**config.mk**
```make
export PLATFORM = sky130hd
export DESIGN_NAME = clock_manager_lock_reset_monitor
export DESIGN_NICKNAME = d
export VERILOG_FILES = /design/src/verilog/clock_manager_lock_reset_monitor.v
export VERILOG_INCLUDE_DIRS = /design/src /design/src/verilog
export SDC_FILE = /design/constraint.sdc
export NUM_CORES = 1
export LEC_CHECK = 0
export BUFFER_PORTS_ARGS = -buffer_cell sky130_fd_sc_hd__buf_4
export CAP_MARGIN = 5
export CORE_ASPECT_RATIO = 0.6
export CORE_UTILIZATION = 59
export DETAILED_ROUTE_END_ITERATION = 10
export GPL_ROUTABILITY_DRIVEN = 0
export PLACE_DENSITY = 0.81
export SLEW_MARGIN = 20
export SYNTH_ARGS = -nofsm -noshare
export SYNTH_HDL_FRONTEND = slang
export SYNTH_SLANG_ARGS = --single-unit
```
**constraint.sdc**
```tcl
create_clock -name hclk -period 17.46 [get_ports hclk]
set_input_delay 4.365 -clock hclk [delete_from_list [all_inputs] [get_ports hclk]]
set_output_delay 4.365 -clock hclk [all_outputs]
set_load 0.05 [all_outputs]
```
**src/verilog/clock_manager_regs.vh**
```
`ifndef CLOCK_MANAGER_REGS_VH
`define CLOCK_MANAGER_REGS_VH

// ----------------------------------------------------------------------
// register byte offsets
// ----------------------------------------------------------------------
`define CM_CTRL_OFS        8'h00
`define CM_PHASE_INIT_OFS  8'h04
`define CM_IN_PERIOD_OFS   8'h08
`define CM_SYN_PERIOD_OFS  8'h0C
`define CM_STATUS_OFS      8'h10
`define CM_PHASE_OFS       8'h14

// ----------------------------------------------------------------------
// control fields
// ----------------------------------------------------------------------
`define CM_CTRL_SOFT_RST   0
`define CM_CTRL_PH_LO      1
`define CM_CTRL_PH_HI      2
`define CM_CTRL_FB_LO      3
`define CM_CTRL_FB_HI      4
`define CM_CTRL_FB_2X      5
`define CM_CTRL_UNIT_USED  6
`define CM_CTRL_W          7

// phase offset modes
`define CM_PH_NONE         2'h0
`define CM_PH_FIXED        2'h1
`define CM_PH_VARIABLE     2'h2
// feedback modes
`define CM_FB_NONE         2'h0
`define CM_FB_INTERNAL     2'h1
`define CM_FB_EXTERNAL     2'h2

// ----------------------------------------------------------------------
// status fields
// ----------------------------------------------------------------------
`define CM_ST_CFG_ERR      0
`define CM_ST_IN_STOP      1
`define CM_ST_SYN_STOP     2
`define CM_ST_LOCKED       8
`define CM_ST_TAP_LO       16
`define CM_ST_TAP_HI       23

// ----------------------------------------------------------------------
// reset values
// ----------------------------------------------------------------------
`define CM_CTRL_RST        7'h00
`define CM_PHASE_INIT_RST  8'h00
`define CM_IN_PERIOD_RST   16'h0010
`define CM_SYN_PERIOD_RST  16'h0010

// ----------------------------------------------------------------------
// timing
// ----------------------------------------------------------------------
`define CM_CLK_MHZ         25
`define CM_STOP_LOCK_MS    100
`define CM_STOP_LOCK_CYC   (`CM_STOP_LOCK_MS * 1000 * `CM_CLK_MHZ)
`define CM_LOCK_EDGES      4096
`define CM_RST_MIN_CYC     3
`define CM_LOCK_DROP_CYC   4

`endif

```
**src/verilog/clock_manager_lock_reset_monitor.v**
```verilog
`timescale 1ns/1ps
`default_nettype none
`include "clock_manager_regs.vh"

//Function
// - lock rises only with healthy input clock
// - input-stopped bit after one missed cycle
// - lock may persist until 100 ms stop
// - input-stopped bit clears when clock resumes
// - synthesizer-stopped bit when synthesized clock stops
// - asynchronous reset restores post-configuration state
// - reset drops lock within four cycles
// - reset returns delay tap to zero
// - reset restores initial phase offset
// - phase stepping only in variable mode
// - feedback none, internal or external source
// - lock low after configuration and in reset
// - no self relock after lock lost
module clock_manager_lock_reset_monitor #(
   parameter STOP_LOCK_CYCLES = `CM_STOP_LOCK_CYC,
   parameter LOCK_EDGES = `CM_LOCK_EDGES
) (
   // bus clock and reset
   input wire hclk,
   input wire hresetn,
   // ahb-lite slave
   input wire hsel,
   input wire [7:0] haddr,
   input wire [1:0] htrans,
   input wire hwrite,
   input wire [2:0] hsize,
   input wire [31:0] hwdata,
   input wire hready,
   output reg [31:0] hrdata,
   output wire hreadyout,
   output wire hresp,
   // manager clocks, sampled on hclk
   input wire input_clock,
   input wire feedback_clock,
   input wire synthesized_clock,
   // manager reset, active high
   input wire manager_reset,
   // variable phase stepping
   input wire phase_step_clock,
   input wire phase_step_enable,
   input wire phase_step_direction,
   output reg phase_step_done,
   // supervision outputs
   output reg locked,
   output reg [2:0] status,
   output reg unit_rate_output,
   output reg [7:0] delay_tap,
   output reg [7:0] phase_value
);

   // ----------------------------------------------------------------------
   // states
   // ----------------------------------------------------------------------
   localparam [2:0] ST_ACQUIRE = 3'b001;
   localparam [2:0] ST_LOCKED = 3'b010;
   localparam [2:0] ST_LOST = 3'b100;

   localparam [21:0] STOP_LIMIT = STOP_LOCK_CYCLES[21:0];
   localparam [12:0] LOCK_LIMIT = LOCK_EDGES[12:0];

   // ----------------------------------------------------------------------
   // bus registers
   // ----------------------------------------------------------------------
   reg [`CM_CTRL_W-1:0] ctrl;
   reg [7:0] phase_init;
   reg [15:0] in_period;
   reg [15:0] syn_period;
   reg wr_pend;
   reg [7:0] wr_addr;
   wire addr_phase;
   wire [31:0] status_word;
   reg [31:0] next_rdata;

   assign hreadyout = 1'b1;
   assign hresp = 1'b0;
   assign addr_phase = hsel & htrans[1] & hready;

   always @(posedge hclk or negedge hresetn) begin
      if (!hresetn) begin
         wr_pend <= 1'b0;
         wr_addr <= 8'h00;
      end else begin
         wr_pend <= addr_phase & hwrite;
         wr_addr <= haddr;
      end
   end

   always @(posedge hclk or negedge hresetn) begin
      if (!hresetn) begin
         ctrl <= `CM_CTRL_RST;
         phase_init <= `CM_PHASE_INIT_RST;
         in_period <= `CM_IN_PERIOD_RST;
         syn_period <= `CM_SYN_PERIOD_RST;
      end else if (wr_pend) begin
         case (wr_addr)
            `CM_CTRL_OFS: begin
               ctrl <= hwdata[`CM_CTRL_W-1:0];
            end
            `CM_PHASE_INIT_OFS: begin
               phase_init <= hwdata[7:0];
            end
            `CM_IN_PERIOD_OFS: begin
               in_period <= hwdata[15:0];
            end
            `CM_SYN_PERIOD_OFS: begin
               syn_period <= hwdata[15:0];
            end
            default: begin
               ctrl <= ctrl;
            end
         endcase
      end
   end

   assign status_word = {8'h00, delay_tap, 7'h00, locked, 5'h00, status};

   // read data is registered in the address phase; unmapped offsets read zero
   always @* begin
      next_rdata = 32'h0000_0000;
      case (haddr)
         `CM_CTRL_OFS: next_rdata = {25'h000_0000, ctrl};
         `CM_PHASE_INIT_OFS: next_rdata = {24'h00_0000, phase_init};
         `CM_IN_PERIOD_OFS: next_rdata = {16'h0000, in_period};
         `CM_SYN_PERIOD_OFS: next_rdata = {16'h0000, syn_period};
         `CM_STATUS_OFS: next_rdata = status_word;
         `CM_PHASE_OFS: next_rdata = {24'h00_0000, phase_value};
         default: next_rdata = 32'h0000_0000;
      endcase
   end

   always @(posedge hclk or negedge hresetn) begin
      if (!hresetn) begin
         hrdata <= 32'h0000_0000;
      end else if (addr_phase & ~hwrite) begin
         hrdata <= next_rdata;
      end
   end

   // ----------------------------------------------------------------------
   // manager reset
   // ----------------------------------------------------------------------
   // the pin and the soft reset bit both clear the manager at once; both come
   // from clean sources, so using them as an asynchronous clear is safe
   wire mgr_rst_n;
   assign mgr_rst_n = hresetn & ~manager_reset & ~ctrl[`CM_CTRL_SOFT_RST];

   wire [1:0] ph_mode;
   wire [1:0] fb_mode;
   assign ph_mode = ctrl[`CM_CTRL_PH_HI:`CM_CTRL_PH_LO];
   assign fb_mode = ctrl[`CM_CTRL_FB_HI:`CM_CTRL_FB_LO];

   // ----------------------------------------------------------------------
   // edge detection
   // ----------------------------------------------------------------------
   reg in_q;
   reg fb_q;
   reg syn_q;
   reg ps_q;
   wire in_rise;
   wire fb_rise;
   wire syn_rise;
   wire ps_rise;

   always @(posedge hclk or negedge hresetn) begin
      if (!hresetn) begin
         in_q <= 1'b0;
         fb_q <= 1'b0;
         syn_q <= 1'b0;
         ps_q <= 1'b0;
         unit_rate_output <= 1'b0;
      end else begin
         in_q <= input_clock;
         fb_q <= feedback_clock;
         syn_q <= synthesized_clock;
         ps_q <= phase_step_clock;
         unit_rate_output <= input_clock;
      end
   end

   assign in_rise = input_clock & ~in_q;
   assign fb_rise = feedback_clock & ~fb_q;
   assign syn_rise = synthesized_clock & ~syn_q;
   assign ps_rise = phase_step_clock & ~ps_q;

   // ----------------------------------------------------------------------
   // stopped-clock watchdogs
   // ----------------------------------------------------------------------
   // not sticky: each bit falls on the next edge of its clock
   reg [15:0] in_gap;
   reg [15:0] syn_gap;
   reg [21:0] in_stop;
   wire in_missed;
   wire syn_missed;

   assign in_missed = (in_gap > in_period);
   assign syn_missed = (syn_gap > syn_period);

   always @(posedge hclk or negedge mgr_rst_n) begin
      if (!mgr_rst_n) begin
         in_gap <= 16'h0000;
         syn_gap <= 16'h0000;
         in_stop <= 22'h00_0000;
         status <= 3'h0;
      end else begin
         if (in_rise) begin
            in_gap <= 16'h0000;
            in_stop <= 22'h00_0000;
         end else begin
            if (in_gap != 16'hFFFF) begin
               in_gap <= in_gap + 16'h0001;
            end
            if (in_stop != STOP_LIMIT) begin
               in_stop <= in_stop + 22'h00_0001;
            end
         end
         if (syn_rise) begin
            syn_gap <= 16'h0000;
         end else if (syn_gap != 16'hFFFF) begin
            syn_gap <= syn_gap + 16'h0001;
         end
         status[`CM_ST_IN_STOP] <= in_missed & ~in_rise;
         status[`CM_ST_SYN_STOP] <= syn_missed & ~syn_rise;
         // no feedback is legal only when just the synthesized outputs are used
         status[`CM_ST_CFG_ERR] <= (fb_mode == `CM_FB_NONE) & ctrl[`CM_CTRL_UNIT_USED];
      end
   end

   // ----------------------------------------------------------------------
   // lock state machine
   // ----------------------------------------------------------------------
   reg [2:0] state;
   reg [12:0] lock_cnt;
   reg fb_odd;
   wire fb_aligned;
   wire fb_seen;

   // a double-rate source gives two feedback edges per input edge; only the
   // one that should meet the input edge is compared
   assign fb_seen = fb_rise & (~ctrl[`CM_CTRL_FB_2X] | ~fb_odd);
   assign fb_aligned = (fb_mode == `CM_FB_NONE) | (in_rise & fb_seen);

   always @(posedge hclk or negedge mgr_rst_n) begin
      if (!mgr_rst_n) begin
         state <= ST_ACQUIRE;
         locked <= 1'b0;
         lock_cnt <= 13'h0000;
         delay_tap <= 8'h00;
         fb_odd <= 1'b0;
      end else begin
         if (fb_rise) begin
            fb_odd <= ~fb_odd;
         end
         case (state)
            ST_ACQUIRE: begin
               locked <= 1'b0;
               if (in_rise) begin
                  if (fb_aligned) begin
                     lock_cnt <= lock_cnt + 13'h0001;
                  end else begin
                     // walk the delay line until the edges meet
                     lock_cnt <= 13'h0000;
                     delay_tap <= delay_tap + 8'h01;
                  end
               end
               if (lock_cnt == LOCK_LIMIT) begin
                  state <= ST_LOCKED;
                  locked <= 1'b1;
               end
            end
            ST_LOCKED: begin
               // a brief stop keeps lock; only a long one drops it
               if (in_stop == STOP_LIMIT) begin
                  state <= ST_LOST;
                  locked <= 1'b0;
               end
            end
            ST_LOST: begin
               locked <= 1'b0;
            end
            default: begin
               state <= ST_ACQUIRE;
               locked <= 1'b0;
            end
         endcase
      end
   end
   // reset clears lock asynchronously, well inside the allowed window

   // ----------------------------------------------------------------------
   // phase offset
   // ----------------------------------------------------------------------
   reg phase_loaded;

   always @(posedge hclk or negedge mgr_rst_n) begin
      if (!mgr_rst_n) begin
         phase_value <= 8'h00;
         phase_loaded <= 1'b0;
         phase_step_done <= 1'b0;
      end else begin
         phase_step_done <= 1'b0;
         if (!phase_loaded) begin
            // first clock after reset picks up the configured start value, or zero in the no-offset mode
            phase_loaded <= 1'b1;
            phase_value <= (ph_mode == `CM_PH_NONE) ? 8'h00 : phase_init;
         end else if (ph_mode == `CM_PH_FIXED) begin
            phase_value <= phase_init;
         end else if (ph_mode == `CM_PH_VARIABLE && ps_rise && phase_step_enable) begin
            if (phase_step_direction) begin
               phase_value <= phase_value + 8'h01;
            end else begin
               phase_value <= phase_value - 8'h01;
            end
            phase_step_done <= 1'b1;
         end
      end
   end

endmodule // clock_manager_lock_reset_monitor

`default_nettype wire

```
==> metrics, run 1 <==
status finished clean; post-DP HPWL 15.1 mm; worst-margin pin slew 976 ps; RSZ-0062 raised after global routing no; vias in the first global route 6810; Synth warnings 0; Synth Instances 865; CP cell instances buf_4 > nand4b_2 > or3_1 > nor4b_4 > a22oi_1 > o21ai_1; Tcrit/Tclk final 37.1%; Root Buffer clkbuf_16; first-pass GRT wire length between 30 and 40 mm; Syn Std Cell Area 9150 sq um; WS Path Type in -> reg; die width around 160 um; Max Transition Viols Final 0; Critical Path RT about 18000 ps; metal1 wirelength 10.4 mm; Synth area leaders dfrtp_1 48%, ha_1 6.2%, mux2_2 6.2%; worst min path class reg -> reg; cts hold-fix bufs 0; design area 10500 sq um; DRT iter0 DRCs 634; max cap viols 0; initial cell density of the core 61.8%; Final Setup Violations 0; leakage 5.02 nW; clock slew seen by the registers of the worst setup and hold paths about 70 ps; grt ovf 0; P&R area growth vs syn 14.9%; Sw Share between 20% and 30%; clock buffer count from CTS 17; R2R depth 4; Rel. slew slack 34.7%; crit path time final 6480 ps; largest fanout on the critical path 25; Avg Inst Size Synth 10.6 sq um; Synth cell types 64; Num Clock Sinks 177; Layout Utilization between 70% and 80%; Final WS setup 10980 ps; H-Tree Depth 4; leading area contributor after synthesis dfrtp_1; Worst Hold Endpoint fb_odd; Routed wire per std cell 18.4 um; area of the multi-input gates 4410 sq um; Peak VDD IR 0.0592 mV; met3 wire len 1.46 mm; DRT Pass-1 Iters 5; CP Data Arrival Time 6830 ps; DRC violations left 0; commonest non-fill, non-tap cell in the layout dfrtp_1; placed cells 1126; CP peak stage delay roughly 760 ps; reg-to-reg startpoint state[0]; Post-Place Cell Area 9920 sq um; Core Area ~15000 sq um; internal power between 700 and 800 uW; Reg2Reg Setup Slack 15090 ps; Highest Signal Layer met4; Crit-path slowest cell or3_1; Layout Skew between 10 and 15 ps; Seq/Total Area, Yosys 48.4%; Seq pwr share between 40% and 50%; Crit. End Element flip-flop; CTS tree yes; fraction of registers with async set or reset after synthesis 100%; Hold Vio Cnt, Final 0; Post-synth EDFFs 0; IO Port Bufs just over 80; Die Y 98.5 um; most frequent cells in the layout 174 x dfrtp_1, 86 x buf_4, 80 x nor2_1; initial antenna violation count 0; Vias/cell 5.96; fmax 154 MHz; Post-DRT Antenna Nets 0; diode count 0; Clock Power Share just under 40%; Psw 289 uW; wire length on met2 ~9.3 mm; Max Buffers Root-to-Sink 2; CP Launch Type input pin; main flop type after synthesis dfrtp_1; Layout Cells excl Fill 1158; FILL cells 1078; RR Endpoint delay_tap[1]; largest net degree at the start of global routing 75; nets between 1000 and 1500; Setup WS pre-CTS roughly 11000 ps; hold path startpoint fb_odd; setup_tns 0 ps; clk_lat worst skew 430 ps; routed vias just under 7000; combinational power share 13.3%; Site Rows 34; # Post-CTS Setup Buffers 0; register bit total from synthesis 177; fraction of layout cells with a size suffix above 1 20.0%; sequential cell area between 4000 and 5000 sq um; Total Wirelength 21.3 mm; full die area 16000 sq um; Hold Crit Depth 1; io pins 113; Resize count post-CTS 0; share of the synthesized area in the top cell type 47.6%; Pwr Density 94.4 nW/um^2; GRT Total Usage 28.4%
## power groups by stage
stage | sequential [mW] | combinational [mW] | clock (mW)
2_1_floorplan | 0.477 | 0.0837 | 0
3_3_place_gp | 0.474 | 0.125 | 0
3_5_place_dp | 0.476 | 0.131 | 0
4_1_cts | 0.469 | 0.133 | 0.395
5_1_grt | 0.473 | 0.148 | 0.412
6_report | 0.470 | 0.132 | 0.391
## critical path: cells and delay by family
kind / cells / cell delay [ps]
and+or+nand+nor: 3 / 2100
AOI/OAI and AO/OA: 2 / 260
buffers and inverters: 1 / 110
## cells in the mapped netlist (2+ instances only)
library cell and n:
nor2b_1 12, a22oi_1 6, or3_1 3, buf_1 2, xnor2_1 26, nand4_1 26
conb_1 2, or4_1 4, a21oi_1 32, mux4_2 7, o21ai_1 2, ha_1 45
clkbuf_1 15, dfstp_2 3, xor2_1 34, buf_4 10, dfrtp_1 174, buf_2 4
nand3b_1 3, or2_2 3, and2_1 3, nor3b_1 2, nor4_1 7, nand2_1 60
and3_1 17, a211oi_1 12, nand2b_1 8, nor2_1 80, o21bai_1 3, o2111ai_1 3
o21ai_0 41, a311oi_1 2, mux2i_1 11, nor3_1 12, o211ai_1 3, and4_1 7
o21a_1 2, nand3_1 30, a21o_1 8, a31oi_1 9, mux2_2 50, nor4b_1 4
inv_1 48, a22o_1 10
## state kept, by name, indices dropped and copies added, names as in the netlist, 3 cells and up
signal,cells
hrdata,24
syn_gap,16
status,3
in_period,16
state,3
in_gap,16
syn_period,16
wr_addr,8
lock_cnt,13
phase_value,8
in_stop,22
delay_tap,8
phase_init,8
ctrl,7
## metrics by stage
stage	hold slack, ps	total power [mW]
floorplan	439	0.560
global placement	455	0.599
detailed placement	472	0.606
CTS	486	0.996
global route	494	1.03
finish	482	0.993
## cell families after synthesis
logic type / synth area share [%]
and+or+nand+nor: 16.7
DFF: 48.4
other: 0.0821
adders and majority gates: 6.37
AOI/OAI and AO/OA: 9.73
buffers and inverters: 3.83
muxes: 9.08
xor gates and xnor gates: 5.74
## per-layer routing
| metal | vias up | track usage, % |
|---|---|---|
| met5 | - | 0 |
| met4 | 0 | 6.83 |
| met3 | 24 | 5.93 |
| met2 | 267 | 41.3 |
| met1 | 3389 | 43.5 |
| li1 | 3226 | - |
## how the worst max path moves through the flow
stage,cells past startpoint,start,slack [ps],to
after CTS,6,hwrite,10970,hrdata[8]
after floorplan,1,manager_reset,3590,delay_tap[0]
after detailed placement,6,hwrite,10580,hrdata[8]
final,6,hwrite,10980,hrdata[8]
after global placement,6,hwrite,10700,hrdata[8]
after global routing,6,hwrite,10740,hrdata[8]
## final cells by class
cell class / count / area share [%]
sequential: 177 / 42.1
multi-input combinational: 617 / 41.9
timing repair buffer: 86 / 6.14
clock buffer: 17 / 4.04
tap: 198 / 2.36
inverter: 48 / 1.71
clock inverter: 15 / 1.65
Note: power is estimated with default switching activity, not from simulation.
==> run 2: changes to the inputs <==
--- a/config.mk
+++ b/config.mk
@@ -6,13 +6,14 @@
 export SDC_FILE = /design/constraint.sdc
 export NUM_CORES = 1
 export LEC_CHECK = 0
+export ABC_AREA = 1
 export BUFFER_PORTS_ARGS = -buffer_cell sky130_fd_sc_hd__buf_4
 export CAP_MARGIN = 5
 export CORE_ASPECT_RATIO = 0.6
-export CORE_UTILIZATION = 59
+export CORE_UTILIZATION = 53
 export DETAILED_ROUTE_END_ITERATION = 10
 export GPL_ROUTABILITY_DRIVEN = 0
-export PLACE_DENSITY = 0.81
+export PLACE_DENSITY = 0.76
 export SLEW_MARGIN = 20
 export SYNTH_ARGS = -nofsm -noshare
 export SYNTH_HDL_FRONTEND = slang
==> constraint.sdc (replaced) <==
create_clock -name hclk -period 5.9 [get_ports hclk]
set_input_delay 1.475 -clock hclk [delete_from_list [all_inputs] [get_ports hclk]]
set_output_delay 1.475 -clock hclk [all_outputs]
set_load 0.05 [all_outputs]
==> metrics, run 2 <==
status finished clean (unchanged); largest net degree at the start of global routing 67 (was 75); largest fanout on the critical path 30 (was 25); DRT Pass-1 Iters 6 (was 5); family with the most delay on the worst path simple AND/OR/NAND/NOR gates (unchanged); Synth cell types 46 (was 64); Seq pwr share 46.0% (was 47.3%); clock slew seen by the registers of the worst setup and hold paths 70 ps (about the same); Layout Utilization 61.9% (was 71.0%); Critical Path RT 6250 ps (was 17810 ps); initial cell density of the core 54.2% (was 61.8%); leading area contributor after synthesis dfrtp_1 (unchanged); internal power 2.03 mW (was 704 uW); io pins 113 (unchanged); Vias/cell 5.45 (was 5.96); # Post-CTS Setup Buffers 0 (unchanged); fmax 322 MHz; synth cell count leaders 297 x nand2_1, 178 x inv_1, 174 x dfrtp_1 (was 174 x dfrtp_1, 80 x nor2_1, 60 x nand2_1); GRT Total Usage 27.0% (was 28.4%); Peak VDD IR 0.166 mV (was 0.0592 mV); combinational power share 16.9% (was 13.3%); Psw 1.00 mW (was 289 uW); IO Port Bufs 82 (unchanged); share of the synthesized area in the top cell type 44.5% (was 47.6%); worst min path class reg -> reg (unchanged); Layout Skew 15.3 ps (was 10.6 ps); Tcrit/Tclk final 52.6%; FILL cells 1558 (was 1078); max reg flops 24 (unchanged); Buf/Inv on CP 3 (was 1); Crit. End Element flip-flop (unchanged); fraction of layout cells with a size suffix above 1 11.8% (was 20.0%); main flop type after synthesis dfrtp_1 (unchanged); Sw Share 33.0% (was 29.1%); Total Wirelength 24.0 mm (was 21.3 mm); Max Transition Viols Final 0 (unchanged); most frequent cells in the layout 297 x nand2_1, 178 x inv_1, 174 x dfrtp_1 (was 174 x dfrtp_1, 86 x buf_4, 80 x nor2_1); first-pass GRT wire length 40.5 mm (was 35.3 mm); CP cell instances buf_4 > inv_1 > nor2_2 > inv_1 > nand4_2 > nand3_1 > o21ai_0 (was buf_4 > nand4b_2 > or3_1 > nor4b_4 > a22oi_1 > o21ai_1); fraction of registers with async set or reset after synthesis 100% (unchanged); RSZ-0062 raised after global routing no (unchanged); Max Buffers Root-to-Sink 2 (unchanged); Hold Vio Cnt, Final 0 (unchanged); Synth warnings 0 (unchanged); Pwr Density 271 nW/um^2 (was 94.4 nW/um^2); P&R area growth vs syn 14.2% (was 14.9%); Largest regs hrdata: 24 flops, in_stop: 22 flops (unchanged); leakage 5.99 nW (was 5.02 nW); register bit total from synthesis 177 (unchanged); Post-DRT Antenna Nets 0 (unchanged); diode count 0 (unchanged); Top reg by flops hrdata (unchanged); placed cells 1554 (was 1126); CP peak stage delay 650 ps (was 760 ps); clk_lat worst skew 440 ps (was 430 ps); vias in the first global route 8071 (was 6810); Layout Cells excl Fill 1586 (was 1158); Synth area leaders dfrtp_1 44%, nand2_1 11%, inv_1 6.8% (was dfrtp_1 48%, ha_1 6.2%, mux2_2 6.2%); commonest non-fill, non-tap cell in the layout nand2_1 (was dfrtp_1); post-DP HPWL 17.7 mm (was 15.1 mm); max cap viols 0 (unchanged); initial antenna violation count 0 (unchanged); Core Area 18100 sq um (was 14800 sq um); design area 11200 sq um (was 10500 sq um); Resize count post-CTS 0 (unchanged); cts hold-fix bufs 0 (unchanged); Avg Inst Size Synth 7.82 sq um (was 10.6 sq um); crit path time final 3100 ps; Num Clock Sinks 177 (unchanged); worst-margin pin slew 1090 ps (was 976 ps); Routed wire per std cell 15.2 um (was 18.4 um); clock buffer count from CTS 17 (unchanged); Synth Instances 1251 (was 865); routed vias 8646 (was 6906); die width 177 um (was 163 um); most common cell in the netlist nand2_1 (was dfrtp_1); H-Tree Depth 4 (unchanged); Site Rows 38 (was 34); grt ovf 0 (unchanged); Post-Place Cell Area 10600 sq um (was 9920 sq um); sequential cell area 4430 sq um (unchanged); CP Launch Type input pin (unchanged); setup_tns 0 ps (unchanged); area of the multi-input gates 4540 sq um (was 4410 sq um); WS Path Type in -> reg (unchanged); Seq/Total Area, Yosys 45.3% (was 48.4%); nets 1436 (was 1050); Clock Power Share 37.1% (was 39.4%); DRT iter0 DRCs 1084 (was 634); crit-path most repeated cell inv_1; CTS tree yes (unchanged); Die Y 107 um (was 98.5 um); Syn Std Cell Area 9790 sq um (was 9150 sq um); Final Setup Violations 0 (unchanged); Rel. slew slack 27.3% (was 34.7%); Crit-path slowest cell inv_1 (was or3_1); CP Data Arrival Time 3450 ps (was 6830 ps); Post-synth EDFFs 0 (unchanged); Root Buffer clkbuf_16 (unchanged); full die area 19000 sq um (was 16000 sq um); DRC violations left 0 (unchanged)
[run 2: logic make-up after synthesis]
kind of cell | share of synthesized area, %
and+or+nand+nor | 27.4
buffers and inverters | 8.81
AOI/OAI and AO/OA | 10.8
DFF | 45.3
adders and majority gates | 5.96
xor gates and xnor gates | 1.70
other | 0.0767
[run 2: worst paths after layout]
kind                       slack [ps]        endpoint         from  depth (start not counted)
max                              2800       in_gap[0]  input_clock                          7
min                               480          fb_odd       fb_odd                          1
max reg2reg                      3520       in_gap[0]         in_q                          5
min reg2reg                       480          fb_odd       fb_odd                          1
max in group asynchronous        3490      in_stop[9]      hresetn                          3
min in group asynchronous         630  phase_value[6]      ctrl[0]                          2
[run 2: metrics by stage]
stage | hold WS [ps] | power [mW] | setup WS [ps]
after global routing | 501 | 3.17 | 2670
after CTS | 477 | 3.04 | 2840
final | 478 | 3.03 | 2800
after floorplan | 442 | 1.75 | 1270
after global placement | 458 | 1.90 | 2400
after detailed placement | 467 | 1.92 | 2380
[run 2: area by class of cell]
cell class	count	area share, %
multi-input combinational	871	40.6
sequential	177	39.6
inverter	180	6.04
timing repair buffer	86	5.77
clock buffer	17	3.80
tap	240	2.69
clock inverter	15	1.47
[run 2: power by group through the flow]
stage	combinational (mW)	clock [mW]	sequential [mW]
after CTS	0.512	1.13	1.39
after detailed placement	0.509	0	1.41
after global placement	0.496	0	1.41
after floorplan	0.257	0	1.50
after global routing	0.573	1.19	1.40
final	0.512	1.12	1.39
[run 2: routing by layer]
metal	GRT usage [%]	wire (um)	share of wire [%]	vias to the layer above
met5	0	0	0	-
met4	5.13	118	0.49	0
met3	5.37	1940	8.1	13
met2	38.4	9760	41	333
met1	42.4	12200	51	4061
li1	-	-	-	4239
